`src/core/logic_pair_pkg.sv`:
```
// constants, register map and types of the logic pair
package logic_pair_pkg;
   localparam int unsigned ADDR_W = 6;
   localparam int unsigned DATA_W = 32;
   localparam int unsigned REG_W = 8;
   localparam int unsigned NUM_TABLES = 2;
   // register indices; byte address is four times the index
   localparam logic [3:0] IDX_CTRL = 4'h0;
   localparam logic [3:0] IDX_SEQ = 4'h1;
   localparam logic [3:0] IDX_TABLE = 4'h5;
   localparam logic [3:0] IDX_LAST = 4'hC;
   localparam logic [3:0] IDX_STRIDE = 4'h4;
   // sub-register order inside one table block
   localparam logic [1:0] SUB_A = 2'h0;
   localparam logic [1:0] SUB_B = 2'h1;
   localparam logic [1:0] SUB_C = 2'h2;
   // field positions, masks and reset value
   localparam int unsigned EN_BIT = 0;
   localparam int unsigned LANE0 = 0;
   localparam logic [7:0] CTRL_MASK = 8'h41;
   localparam logic [7:0] TABLE_A_MASK = 8'hF9;
   localparam logic [7:0] REG_RESET = 8'h00;
   localparam logic [1:0] RESP_OKAY = 2'h0;
   localparam logic [1:0] RESP_SLVERR = 2'h2;
   // filter delay bounds in table clock cycles
   localparam int unsigned FILT_MIN_CYC = 2;
   localparam int unsigned FILT_MAX_CYC = 5;
   typedef enum logic [3:0] {
      SEQ_OFF = 4'h0, SEQ_DFF = 4'h1, SEQ_JK = 4'h2,
      SEQ_LATCH = 4'h3, SEQ_RS = 4'h4
   } seq_mode_t;
   typedef enum logic [3:0] {
      SRC_MASK = 4'h0, SRC_FEEDBACK = 4'h1, SRC_LINK = 4'h2,
      SRC_EVENT_A = 4'h3, SRC_EVENT_B = 4'h4, SRC_IO = 4'h5,
      SRC_PERIPH = 4'h6
   } input_source_t;
   typedef enum logic [1:0] {
      FILT_NONE = 2'h0, FILT_SYNC = 2'h1, FILT_MAJOR = 2'h2
   } filter_t;
   typedef struct packed {
      logic edgeDetectOn;
      logic clockSourceSelect;
      filter_t filterSelect;
      logic outEnable;
      logic [1:0] spare;
      logic enable;
   } table_ctrl_a_t;
   typedef struct packed {
      logic [2:0] io;
      logic [2:0] periph;
   } table_pins_t;
   typedef struct packed {
      logic awvalid;
      logic [ADDR_W-1:0] awaddr;
      logic wvalid;
      logic [DATA_W-1:0] wdata;
      logic [3:0] wstrb;
      logic bready;
      logic arvalid;
      logic [ADDR_W-1:0] araddr;
      logic rready;
   } axi_req_t;
   typedef struct packed {
      logic awready;
      logic wready;
      logic bvalid;
      logic [1:0] bresp;
      logic arready;
      logic rvalid;
      logic [DATA_W-1:0] rdata;
      logic [1:0] rresp;
   } axi_rsp_t;
endpackage : logic_pair_pkg

```
`src/core/table_unit.sv`:
```
// one lookup table with filter and rising-edge detector
`timescale 1ns/1ps
module table_unit (
   input wire logic clk, // peripheral clock
   input wire logic rstN, // reset, active low
   input wire logic en, // unit and table enabled
   input wire logic_pair_pkg::table_ctrl_a_t ctrl, // control a
   input wire logic [7:0] truth, // truth value
   input wire logic [2:0] ins, // selected inputs
   output logic rawOut, // direct lookup output
   output logic finalOut, // filtered or edge output
   output logic tick // table clock event
);
   import logic_pair_pkg::*;
   logic in2Prev_r;
   logic [3:0] samp_r;
   logic filt_r;
   logic edgePrev_r;
   logic [2:0] index;
   logic filtered;
   logic agree;
   // line 2 as clock: its rising edge ticks the table
   assign tick = ctrl.clockSourceSelect ? (ins[2] & ~in2Prev_r) : 1'h1;
   assign index = {ins[2] & ~ctrl.clockSourceSelect, ins[1], ins[0]};
   assign rawOut = truth[index];
   assign agree = (samp_r[1] == samp_r[2]) && (samp_r[2] == samp_r[3]);
   // filter tap: none, two-stage sync, or three-sample agreement
   assign filtered = (ctrl.filterSelect == FILT_SYNC) ? samp_r[1] :
      (ctrl.filterSelect == FILT_MAJOR) ? filt_r : rawOut;
   assign finalOut = en & (ctrl.edgeDetectOn ?
      (filtered & ~edgePrev_r) : filtered);
   // previous level of line 2 for the clock edge
   always_ff @(posedge clk or negedge rstN) begin
      if (!rstN) in2Prev_r <= 1'h0;
      else in2Prev_r <= ins[2];
   end
   // filter and detector state, cleared on the edge after disable
   always_ff @(posedge clk or negedge rstN) begin
      if (!rstN) begin
         samp_r <= 4'h0;
         filt_r <= 1'h0;
         edgePrev_r <= 1'h0;
      end else if (!en) begin
         samp_r <= 4'h0;
         filt_r <= 1'h0;
         edgePrev_r <= 1'h0;
      end else if (tick) begin
         samp_r <= {samp_r[2:0], rawOut};
         if (agree) filt_r <= samp_r[1];
         edgePrev_r <= filtered;
      end
   end
endmodule : table_unit

```
`src/core/seq_element.sv`:
```
// shared sequential element of the table pair
`timescale 1ns/1ps
module seq_element (
   input wire logic clk, // peripheral clock
   input wire logic rstN, // reset, active low
   input wire logic evenEn, // even table running
   input wire logic tick, // even table clock event
   input wire logic_pair_pkg::seq_mode_t mode, // function
   input wire logic a, // even table output
   input wire logic b, // odd table output
   output logic q // element output
);
   import logic_pair_pkg::*;
   logic q_r;
   logic q_nxt;
   logic rstHold_r;
   logic clear;
   // reset held one cycle past re-enable of the even table
   assign clear = ~evenEn | rstHold_r;
   // next value per function; latches follow every cycle
   always_comb begin
      q_nxt = q_r;
      case (mode)
         SEQ_DFF: if (tick && b) q_nxt = a;
         SEQ_JK: if (tick) begin
            if (a && b) q_nxt = ~q_r;
            else if (a) q_nxt = 1'h1;
            else if (b) q_nxt = 1'h0;
         end
         SEQ_LATCH: if (b) q_nxt = a;
         SEQ_RS: begin
            if (a && !b) q_nxt = 1'h1;
            else if (b && !a) q_nxt = 1'h0;
         end
         default: q_nxt = 1'h0;
      endcase
   end
   always_ff @(posedge clk or negedge rstN) begin
      if (!rstN) begin
         q_r <= 1'h0;
         rstHold_r <= 1'h1;
      end else begin
         rstHold_r <= ~evenEn;
         q_r <= clear ? 1'h0 : q_nxt;
      end
   end
   // output drops at once when the even table is disabled
   assign q = q_r & evenEn;
endmodule : seq_element

```
`src/core/configurable_logic_pair.sv`:
```
// logic pair top: bus slave, registers, input routing
//
// The register addresses and the AXI4-Lite register port are this design's own decisions.
`timescale 1ns/1ps
module configurable_logic_pair (
   input wire logic clk, // peripheral clock, 10 MHz
   input wire logic arst_n, // async reset, active low
   input wire logic_pair_pkg::axi_req_t axiReq, // bus requests
   output logic_pair_pkg::axi_rsp_t axiRsp, // bus answers
   input wire logic eventLineA, // event line a
   input wire logic eventLineB, // event line b
   input wire logic_pair_pkg::table_pins_t [1:0] tablePins, // inputs
   output logic [1:0] tableOut, // table outputs to events
   output logic [1:0] pinOut, // table outputs to pins
   output logic [1:0] pinOe, // pin output enables
   output logic seqOut // sequencer output
);
   import logic_pair_pkg::*;
   logic [1:0] rstSync_r;
   logic rstN;
   logic [7:0] ctrl_r;
   logic [3:0] seq_function_select_r;
   logic awready_r;
   logic wready_r;
   logic bvalid_r;
   logic arready_r;
   logic rvalid_r;
   logic [1:0] bresp_r;
   logic [1:0] rresp_r;
   logic [DATA_W-1:0] rdata_r;
   logic [ADDR_W-1:0] awAddr_r;
   logic [REG_W-1:0] wByte_r;
   logic wLane_r;
   logic awTake;
   logic wTake;
   logic arTake;
   logic doWrite;
   logic [3:0] wIdx;
   logic [3:0] rIdx;
   logic wOk;
   logic rOk;
   logic wrHit;
   logic globalEn;
   logic seqQ;
   logic [7:0] rdVal;
   logic [7:0] tableRdAny;
   wire table_ctrl_a_t [NUM_TABLES-1:0] ctrlA;
   wire logic [NUM_TABLES-1:0][7:0] tableRd;
   wire logic [NUM_TABLES-1:0] rawOut;
   wire logic [NUM_TABLES-1:0] finalOut;
   wire logic [NUM_TABLES-1:0] tick;
   wire logic [NUM_TABLES-1:0] tableEn;

   // reset release through two flip-flops
   always_ff @(posedge clk or negedge arst_n) begin
      if (!arst_n) rstSync_r <= 2'h0;
      else rstSync_r <= {rstSync_r[0], 1'h1};
   end
   assign rstN = rstSync_r[1];

   // mapped register index check
   function automatic logic isMapped(input logic [3:0] idx);
      return idx == IDX_CTRL || idx == IDX_SEQ ||
         (idx >= IDX_TABLE && idx <= IDX_LAST);
   endfunction : isMapped

   // bus handshakes and decode
   assign awTake = axiReq.awvalid & awready_r;
   assign wTake = axiReq.wvalid & wready_r;
   assign arTake = axiReq.arvalid & arready_r;
   assign doWrite = ~awready_r & ~wready_r & ~bvalid_r;
   assign wIdx = awAddr_r[ADDR_W-1:2];
   assign rIdx = axiReq.araddr[ADDR_W-1:2];
   assign wOk = (awAddr_r[1:0] == 2'h0) && isMapped(wIdx);
   assign rOk = (axiReq.araddr[1:0] == 2'h0) && isMapped(rIdx);
   assign wrHit = doWrite & wOk & wLane_r;
   assign globalEn = ctrl_r[EN_BIT];
   assign axiRsp = '{awready: awready_r, wready: wready_r,
      bvalid: bvalid_r, bresp: bresp_r, arready: arready_r,
      rvalid: rvalid_r, rdata: rdata_r, rresp: rresp_r};

   // write channel: address and data in either order
   always_ff @(posedge clk or negedge rstN) begin
      if (!rstN) begin
         awready_r <= 1'h1;
         wready_r <= 1'h1;
         bvalid_r <= 1'h0;
         bresp_r <= RESP_OKAY;
         awAddr_r <= '0;
         wByte_r <= REG_RESET;
         wLane_r <= 1'h0;
      end else begin
         if (awTake) begin
            awready_r <= 1'h0;
            awAddr_r <= axiReq.awaddr;
         end
         if (wTake) begin
            wready_r <= 1'h0;
            wByte_r <= axiReq.wdata[REG_W-1:0];
            wLane_r <= axiReq.wstrb[LANE0];
         end
         if (doWrite) begin
            bvalid_r <= 1'h1;
            bresp_r <= wOk ? RESP_OKAY : RESP_SLVERR;
         end else if (bvalid_r && axiReq.bready) begin
            bvalid_r <= 1'h0;
            awready_r <= 1'h1;
            wready_r <= 1'h1;
         end
      end
   end

   // read channel: data one cycle after address
   always_ff @(posedge clk or negedge rstN) begin
      if (!rstN) begin
         arready_r <= 1'h1;
         rvalid_r <= 1'h0;
         rresp_r <= RESP_OKAY;
         rdata_r <= '0;
      end else if (arTake) begin
         arready_r <= 1'h0;
         rvalid_r <= 1'h1;
         rdata_r <= DATA_W'(rdVal);
         rresp_r <= rOk ? RESP_OKAY : RESP_SLVERR;
      end else if (rvalid_r && axiReq.rready) begin
         rvalid_r <= 1'h0;
         arready_r <= 1'h1;
      end
   end

   // read data selection
   always_comb begin
      tableRdAny = REG_RESET;
      for (int k = 0; k < NUM_TABLES; k++) tableRdAny |= tableRd[k];
   end
   assign rdVal = !rOk ? REG_RESET :
      (rIdx == IDX_CTRL) ? ctrl_r :
      (rIdx == IDX_SEQ) ? {4'h0, seq_function_select_r} : tableRdAny;

   // global control and sequencer select
   always_ff @(posedge clk or negedge rstN) begin
      if (!rstN) begin
         ctrl_r <= REG_RESET;
         seq_function_select_r <= 4'h0;
      end else if (wrHit) begin
         if (wIdx == IDX_CTRL) ctrl_r <= wByte_r & CTRL_MASK;
         if (wIdx == IDX_SEQ && !ctrlA[0].enable)
            seq_function_select_r <= wByte_r[3:0];
      end
   end

   genvar n, i;
   for (n = 0; n < NUM_TABLES; n++) begin : g_table
      localparam logic [3:0] BASE = IDX_TABLE + 4'(n * IDX_STRIDE);
      table_ctrl_a_t ctrlA_r;
      table_ctrl_a_t newA;
      logic [7:0] ctrlB_r;
      logic [3:0] ctrlC_r;
      logic [7:0] truth_r;
      logic hitW;
      logic hitR;
      logic [1:0] wSub;
      logic [1:0] rSub;
      logic linkIn;
      logic [2:0] ins;
      assign hitW = wrHit && wIdx >= BASE && wIdx < BASE + IDX_STRIDE;
      assign hitR = rIdx >= BASE && rIdx < BASE + IDX_STRIDE;
      assign wSub = 2'(wIdx - BASE);
      assign rSub = 2'(rIdx - BASE);
      // enabled: only the enable bit moves; else write lands with spare bits cleared
      assign newA = ctrlA_r.enable ?
         table_ctrl_a_t'({ctrlA_r[7:1], wByte_r[EN_BIT]}) :
         table_ctrl_a_t'(wByte_r & TABLE_A_MASK);
      assign ctrlA[n] = ctrlA_r;
      assign tableEn[n] = globalEn & ctrlA_r.enable;
      assign tableRd[n] = !hitR ? REG_RESET :
         (rSub == SUB_A) ? 8'(ctrlA_r) :
         (rSub == SUB_B) ? ctrlB_r :
         (rSub == SUB_C) ? {4'h0, ctrlC_r} : truth_r;
      // table registers
      always_ff @(posedge clk or negedge rstN) begin
         if (!rstN) begin
            ctrlA_r <= table_ctrl_a_t'(REG_RESET);
            ctrlB_r <= REG_RESET;
            ctrlC_r <= 4'h0;
            truth_r <= REG_RESET;
         end else if (hitW) begin
            if (wSub == SUB_A) ctrlA_r <= newA;
            else if (wSub == SUB_B && !ctrlA_r.enable)
               ctrlB_r <= wByte_r;
            else if (wSub == SUB_C && !ctrlA_r.enable)
               ctrlC_r <= wByte_r[3:0];
            else if (wSub != SUB_B && wSub != SUB_C)
               truth_r <= wByte_r;
         end
      end
      // link from the next table; the last table has none
      if (n + 1 < NUM_TABLES) begin : g_link
         assign linkIn = rawOut[n+1];
      end else begin : g_nolink
         assign linkIn = 1'h0;
      end
      // source selection per input line
      for (i = 0; i < 3; i++) begin : g_in
         input_source_t src;
         assign src = input_source_t'((i == 2) ? ctrlC_r :
            (i == 1) ? ctrlB_r[7:4] : ctrlB_r[3:0]);
         assign ins[i] = (src == SRC_FEEDBACK) ? seqQ :
            (src == SRC_LINK) ? linkIn :
            (src == SRC_EVENT_A) ? eventLineA :
            (src == SRC_EVENT_B) ? eventLineB :
            (src == SRC_IO) ? tablePins[n].io[i] :
            (src == SRC_PERIPH) ? tablePins[n].periph[i] : 1'h0;
      end
      table_unit u_table (
         .clk(clk),
         .rstN(rstN),
         .en(tableEn[n]),
         .ctrl(ctrlA_r),
         .truth(truth_r),
         .ins(ins),
         .rawOut(rawOut[n]),
         .finalOut(finalOut[n]),
         .tick(tick[n])
      );
      // registered outputs
      always_ff @(posedge clk or negedge rstN) begin
         if (!rstN) begin
            tableOut[n] <= 1'h0;
            pinOut[n] <= 1'h0;
            pinOe[n] <= 1'h0;
         end else begin
            tableOut[n] <= finalOut[n];
            pinOut[n] <= finalOut[n] & ctrlA_r.outEnable;
            pinOe[n] <= tableEn[n] & ctrlA_r.outEnable;
         end
      end
   end

   // sequencer on the even table clock, fed by final outputs
   seq_element u_seq (
      .clk(clk),
      .rstN(rstN),
      .evenEn(tableEn[0]),
      .tick(tick[0]),
      .mode(seq_mode_t'(seq_function_select_r)),
      .a(finalOut[0]),
      .b(finalOut[1]),
      .q(seqQ)
   );
   always_ff @(posedge clk or negedge rstN) begin
      if (!rstN) seqOut <= 1'h0;
      else seqOut <= seqQ;
   end
endmodule : configurable_logic_pair

```
`config.mk`:
```
export PLATFORM = sky130hd
export DESIGN_NAME = configurable_logic_pair
export DESIGN_NICKNAME = d
export VERILOG_FILES = /design/src/core/logic_pair_pkg.sv /design/src/core/table_unit.sv /design/src/core/seq_element.sv /design/src/core/configurable_logic_pair.sv
export SDC_FILE = /design/constraint.sdc
export NUM_CORES = 1
export LEC_CHECK = 0
export BUFFER_PORTS_ARGS = -buffer_cell sky130_fd_sc_hd__buf_4
export CAP_MARGIN = 20
export CORE_ASPECT_RATIO = 1.5
export CORE_MARGIN = 2
export CORE_UTILIZATION = 55
export DETAILED_ROUTE_END_ITERATION = 6
export PLACE_DENSITY = 0.79
export SLEW_MARGIN = 30
export SYNTH_ARGS = -nofsm -noshare
export SYNTH_HDL_FRONTEND = slang
export SYNTH_SLANG_ARGS = --single-unit
```
`constraint.sdc`:
```
create_clock -name clk -period 4.4 [get_ports clk]
set_input_delay 0.22 -clock clk [delete_from_list [all_inputs] [get_ports clk]]
set_output_delay 0.22 -clock clk [all_outputs]
set_load 0.01 [all_outputs]
```
==> results of run 1 <==
-- kinds of logic after synthesis --
| kind of cell | after synthesis | synth area share, % |
|---|---|---|
| flops | 113 | 47.0 |
| simple gates | 171 | 14.1 |
| mux | 99 | 18.8 |
| xor+xnor | 4 | 0.582 |
| buf+inv | 69 | 6.46 |
| other cells | 2 | 0.125 |
| compound gates | 112 | 12.9 |
-- worst max path at each step --
stage                      start  cells past startpoint                     to
detailed placement      ctrlA[0]                     11              u_seq.q_r
global placement        ctrlA[0]                     11              u_seq.q_r
finish                  ctrlA[0]                     11              u_seq.q_r
floorplan           rstSync_r[1]                      0            awAddr_r[0]
CTS                     ctrlA[0]                     11              u_seq.q_r
global route         awAddr_r[2]                      9  g_table[1].ctrlB_r[3]
-- Yosys cell counts, drive strengths merged, types with 7 or more instances --
master and count:
dfrtp 109, mux2 71, nand2 57, o21ai 41, buf 37, nor2 35
mux2i 24, inv 21, a21oi 17, nand3 13, clkbuf 11, nand2b 9
nor2b 9, nor3 9, o211ai 9, a211oi 8, and2 7
-- metal layers --
metal | routed length (µm) | share of wire [%]
met5 | 0 | 0
met4 | 920 | 6.1
met3 | 851 | 5.6
met2 | 7580 | 50
met1 | 5840 | 38
-- per-stage QoR --
| stage | hold WS [ns] | instances | worst slack [ns] | cell area (µm²) |
|---|---|---|---|---|
| finish | 0.0150 | 795 | 0.875 | 7170 |
| global route | 0.0247 | 795 | 0.548 | 7170 |
| CTS | 0.00230 | 794 | 0.938 | 7150 |
| detailed placement | 0.00340 | 758 | 0.951 | 6490 |
| global placement | 0.00229 | 758 | 1.04 | 6490 |
| floorplan | -0.0756 | 595 | 1.03 | 6120 |
-- report_power, final --
part,switching [µW],internal (µW),total (µW)
Sequential,444,1310,1750
Clock,474,945,1420
Combinational,503,544,1050
-- registers in the layout (all words and copies together), names as in the netlist, 4 cells and up --
name and count:
g_table.u_table.samp_r 8, ctrlA 12, seq_function_select_r 4, g_table.ctrlC_r 8, g_table.truth_r 16, rdata_r 8, g_table.ctrlB_r 16, wByte_r 8
awAddr_r 6
-- timing repair --
| action | in CTS | in global routing |
|---|---|---|
| gates resized for setup | 0 | 0 |
| hold buffers | 4 | 0 |
| endpoints found under the hold margin | 5 | 0 |
-- area by class of cell --
cell class              instances  share of cell area, %
multi-input cells             413                   40.4
flip-flops and latches        113                   39.6
repair buffers                 72                   7.85
clock buffers                  22                   6.75
well taps                     144                   2.51
clock inverters                10                   1.83
inverters                      21                   1.10
==> results.md, run 1 <==
- Final clock skew: 0.00708 ns
- Busiest layer in global routing: met2
- Clock Sinks: 113
- Tot GR Track Use: 27.3%
- Nets: 707
- DR WL/cell: 19.1 µm
- Multi-input gate area: 0.00290 mm²
- Buf+Inv Stages, Crit Path: 0
- Die Ht: 132 µm
- Top-area cell type share of the netlist area: 45.3%
- Filler cell count: 836
- Global-route wire length before repair: 24300 µm
- Cells after synthesis: 570
- Power Total: 4220 µW
- Syn Area/Cell: 10.6 µm²
- H-tree depth: 4
- Die area: 0.0118 mm²
- Reg-to-reg endpoint: u_seq.q_r
- CTS tree: done
- Synth area leaders: dfrtp_1 45%, mux2_2 13%, mux2i_1 4.0%
- DRT Pass-1 Iters: 5
- Final Slew Violations: 0
- Depth of the worst hold-timing path: 2
- WHS Endpoint: rvalid_r
- Met2 Track Usage GR: 43.3%
- Via density: 5.90
- Vias in the first global route: 4769
- Initial antenna violation count: 0
- Min Tclk post-route: 3.53 ns
- Postcts setup bufs: 0
- Setup_tns: 0 ns
- Top cell type by total area after synthesis: dfrtp_1
- CP Capture Type: register
- Worst path top cell family by delay: compound AO/OA/AOI/OAI gates
- RSZ-0062 raised after global routing: false
- Clock root cell: clkbuf_16
- Crit Path Class: register to register
- Worst R2R Path Depth: 11
- Leakage power: 0.00341 µW
- Critical path's largest stage delay: 0.54 ns
- Slew @ Worst Pin: 0.982 ns
- Initial drt markers: 279
- Pin count of the biggest net entering global routing: 77
- Placement Rows: 46
- Maxcap violations: 0
- Die Wd: 89.5 µm
- Achievable frequency: 284 MHz
- Final wirelength: 15200 µm
- Commonest cells after routing, fill and taps aside: 108 x dfrtp_1, 71 x mux2_2, 67 x buf_4
- Fraction of registers with async set/reset: 100%
- Post-synthesis sequential area ratio: 47.0%
- Core area: 0.0106 mm²
- Most common cell after layout, fill and taps aside: dfrtp_1
- Clk_lat worst skew: 0.42 ns
- Met1 Use GR: 32.3%
- Antenna Violating Nets Remaining: 0
- Yosys reg bits: 113
- Max Root-Sink Buffers: 2
- Ys flop type: dfrtp_1
- Critical path arrival: 3.83 ns
- Num CTS Buffers: 17
- Initial Util: 56.6%
- Final hold vios: 0
- EDFF count, synth: 0
- # diodes: 0
- Worst path slowest cell: dfrtp_1
- Drt drc: 0
- FF-to-FF setup slack: 0.87 ns
- Area occupied by registers: 0.00284 mm²
- Area grow syn2layout: 19.0%
- GR Util met3: 6.70%
- Tcrit/Tclk final: 80.1%
- Worst R2R Start: ctrlA[0]
- Final setup fails: 0
- Distinct cell type count after synthesis: 63
- Maximum vdd drop: 452 µV
- Post-Syn Area: 0.00602 mm²
- Overflow after GRT: 0
- Util after Layout: 67.3%
- WP data required: 4.70 ns
- Syn. warnings: 0
- Power Density: 588 mW/mm²
- Crit Path Max Fanout: 10
- HPWL Detailed: 10800 µm
- Slew headroom: 33.9%
- Share of post-route cells with drive strength above 1: 29.5%
- Crit path cell chain: nand3_2 > a21oi_1 > nor2_1 > a2111oi_1 > nand3_1 > and2_1 > a31o_1 > o21ai_4 > o32ai_1 > a32o_1 > a21o_1
- Worst min-delay path class: input port to register
- Hold_sp: axiReq[0]
- Clock transition at path regs: 0.05 ns
- Port Buffers: 63
- Critical Path Source Type: register
- Via count: 4694
- Final GP Congestion: 0.917
- Status: finished, final reports clean
- Io pins: 117
No activity file was read; power rests on OpenSTA's default activity.
==> inputs of run 2 (changes only) <==
Clock period 4.4 ns to 3.3 ns, I/O delays scaled along.
==> run 2 against run 1 <==
Sequential cell count stayed put; first-iteration DRC count increased by 1.1%; clock skew about the same; global-route usage about the same; via count rose by 2.5%; largest cell class unchanged.
==> results.md, run 2 (same netlist as run 1, synthesis figures left out) <==
- Vias in the first global route: 4829
- DR WL/cell: 18.7 µm
- Clock transition at path regs: 0.05 ns
- Commonest cells after routing, fill and taps aside: 108 x dfrtp_1, 76 x buf_4, 71 x mux2_2
- Share of post-route cells with drive strength above 1: 29.5%
- Clk_lat worst skew: 0.42 ns
- Crit path cell chain: nand2b_1 > a211o_1 > o22a_1 > o21ai_0 > nand3_1 > nand3_1 > and2_1 > buf_4 > mux2i_1 > and4b_1 > o21ai_2 > a32o_1 > a21o_1
- RSZ-0062 raised after global routing: false
- Most common cell after layout, fill and taps aside: dfrtp_1
- Final clock skew: 0.00668 ns
- Tcrit/Tclk final: 95.0%
- Power Density: 761 mW/mm²
- Final setup fails: 0
- Clock Sinks: 113
- Final Slew Violations: 0
- Slew @ Worst Pin: 0.818 ns
- Buf+Inv Stages, Crit Path: 1
- Final GP Congestion: 0.951
- Worst path slowest cell: dfrtp_1
- Placement Rows: 46
- Util after Layout: 69.9%
- Crit Path Max Fanout: 8
- Worst path top cell family by delay: compound AO/OA/AOI/OAI gates
- Nets: 734
- Slew headroom: 45.1%
- CTS tree: done
- Port Buffers: 63
- Met1 Use GR: 31.8%
- Crit Path Class: register to register
- Clock root cell: clkbuf_16
- Critical path arrival: 3.44 ns
- Filler cell count: 737
- Most frequent cell on the critical path: nand3_1
- DRT Pass-1 Iters: 5
- Setup_tns: 0 ns
- Critical Path Source Type: register
- Pin count of the biggest net entering global routing: 71
- Via density: 5.86
- Tot GR Track Use: 27.3%
- Maximum vdd drop: 550 µV
- Worst min-delay path class: input port to register
- Via count: 4810
- Final wirelength: 15300 µm
- HPWL Detailed: 10800 µm
- Status: finished, final reports clean
- H-tree depth: 4
- Met2 Track Usage GR: 44.3%
- Initial drt markers: 282
- Postcts setup bufs: 0
- # diodes: 0
- Global-route wire length before repair: 24200 µm
- Drt drc: 0
- Core area: 0.0106 mm²
- Overflow after GRT: 0
- Final hold vios: 0
- Critical path's largest stage delay: 0.45 ns
- Max Root-Sink Buffers: 2
- Die area: 0.0118 mm²
- Initial Util: 56.6%
- Num CTS Buffers: 17
- Min Tclk post-route: 3.14 ns
- Die Ht: 132 µm
- Die Wd: 89.5 µm
- Antenna Violating Nets Remaining: 0
- Maxcap violations: 0
- Initial antenna violation count: 0
- Io pins: 117
- Achievable frequency: 319 MHz
- WP data required: 3.60 ns
- Busiest layer in global routing: met2
- Leakage power: 0.00354 µW
- CP Capture Type: register
- Area grow syn2layout: 23.5%
- GR Util met3: 6.45%
run 2: cell count changes in the layout (fill, tap and decap cells not counted), moves of 3 or more:
cell,before,now
buf_4,67,76
clkbuf_1,1,4
clkinv_2,5,2
dlygate4sd3_1,4,22
run 2: worst min-delay path, stage by stage:
cell	delay [ns]
buf_4	0.08
nand2_1	0.06
o21ai_0	0.07
run 2: through the flow:
| step | setup slack (ns) | hold slack [ns] | area, µm² | std cells | power, µW |
|---|---|---|---|---|---|
| final | 0.164 | 0.00343 | 7440 | 821 | 5670 |
| after global routing | 0.00860 | 0.0262 | 7440 | 821 | 5910 |
| after CTS | 0.0832 | 0.000853 | 7390 | 820 | 5620 |
| after detailed placement | 0.115 | -0.0523 | 6560 | 767 | 3690 |
| after global placement | 0.204 | -0.0525 | 6560 | 767 | 3620 |
| after floorplan | 0.522 | -0.131 | 6120 | 595 | 3230 |
run 2: power breakdown:
part           switching [µW]  leakage, µW  internal, µW
sequential                570      0.00149          1750
combinational             688      0.00175           775
clock                     607     0.000300          1280
run 2: repair_timing:
item                                    4_1_cts  5_1_grt
hold buffers                                 22        0
resized for setup                             0        4
endpoints found under the hold margin        21        0
endpoints found under the setup margin        0        2
run 2: final timing paths:
check,startpoint,end,slack [ns],cells past startpoint
max,g_table[1].ctrlB_r[1],u_seq.q_r,0.16,13
min,axiReq[8],wready_r,0.003,3
max reg2reg,g_table[1].ctrlB_r[1],u_seq.q_r,0.16,13
min reg2reg,rstSync_r[1],wByte_r[5],0.23,0
max in group asynchronous,rstSync_r[1],g_table[0].u_table.samp_r[3],2.16,2
min in group asynchronous,arst_n,rstSync_r[1],0.05,2
run 2: area by class of cell:
type	count	area, µm²	area share [%]
well taps	144	180	2.42
clock inverters	5	100	1.34
multi-input cells	413	2920	39.2
repair buffers	99	818	11.0
clock buffers	26	509	6.84
flip-flops and latches	113	2840	38.1
inverters	21	78.8	1.06
run 2: per-layer routing:
layer	wire [µm]	vias to the layer above
li1	-	2199
met1	5890	2370
met2	7880	190
met3	781	51
met4	780	0
met5	0	-
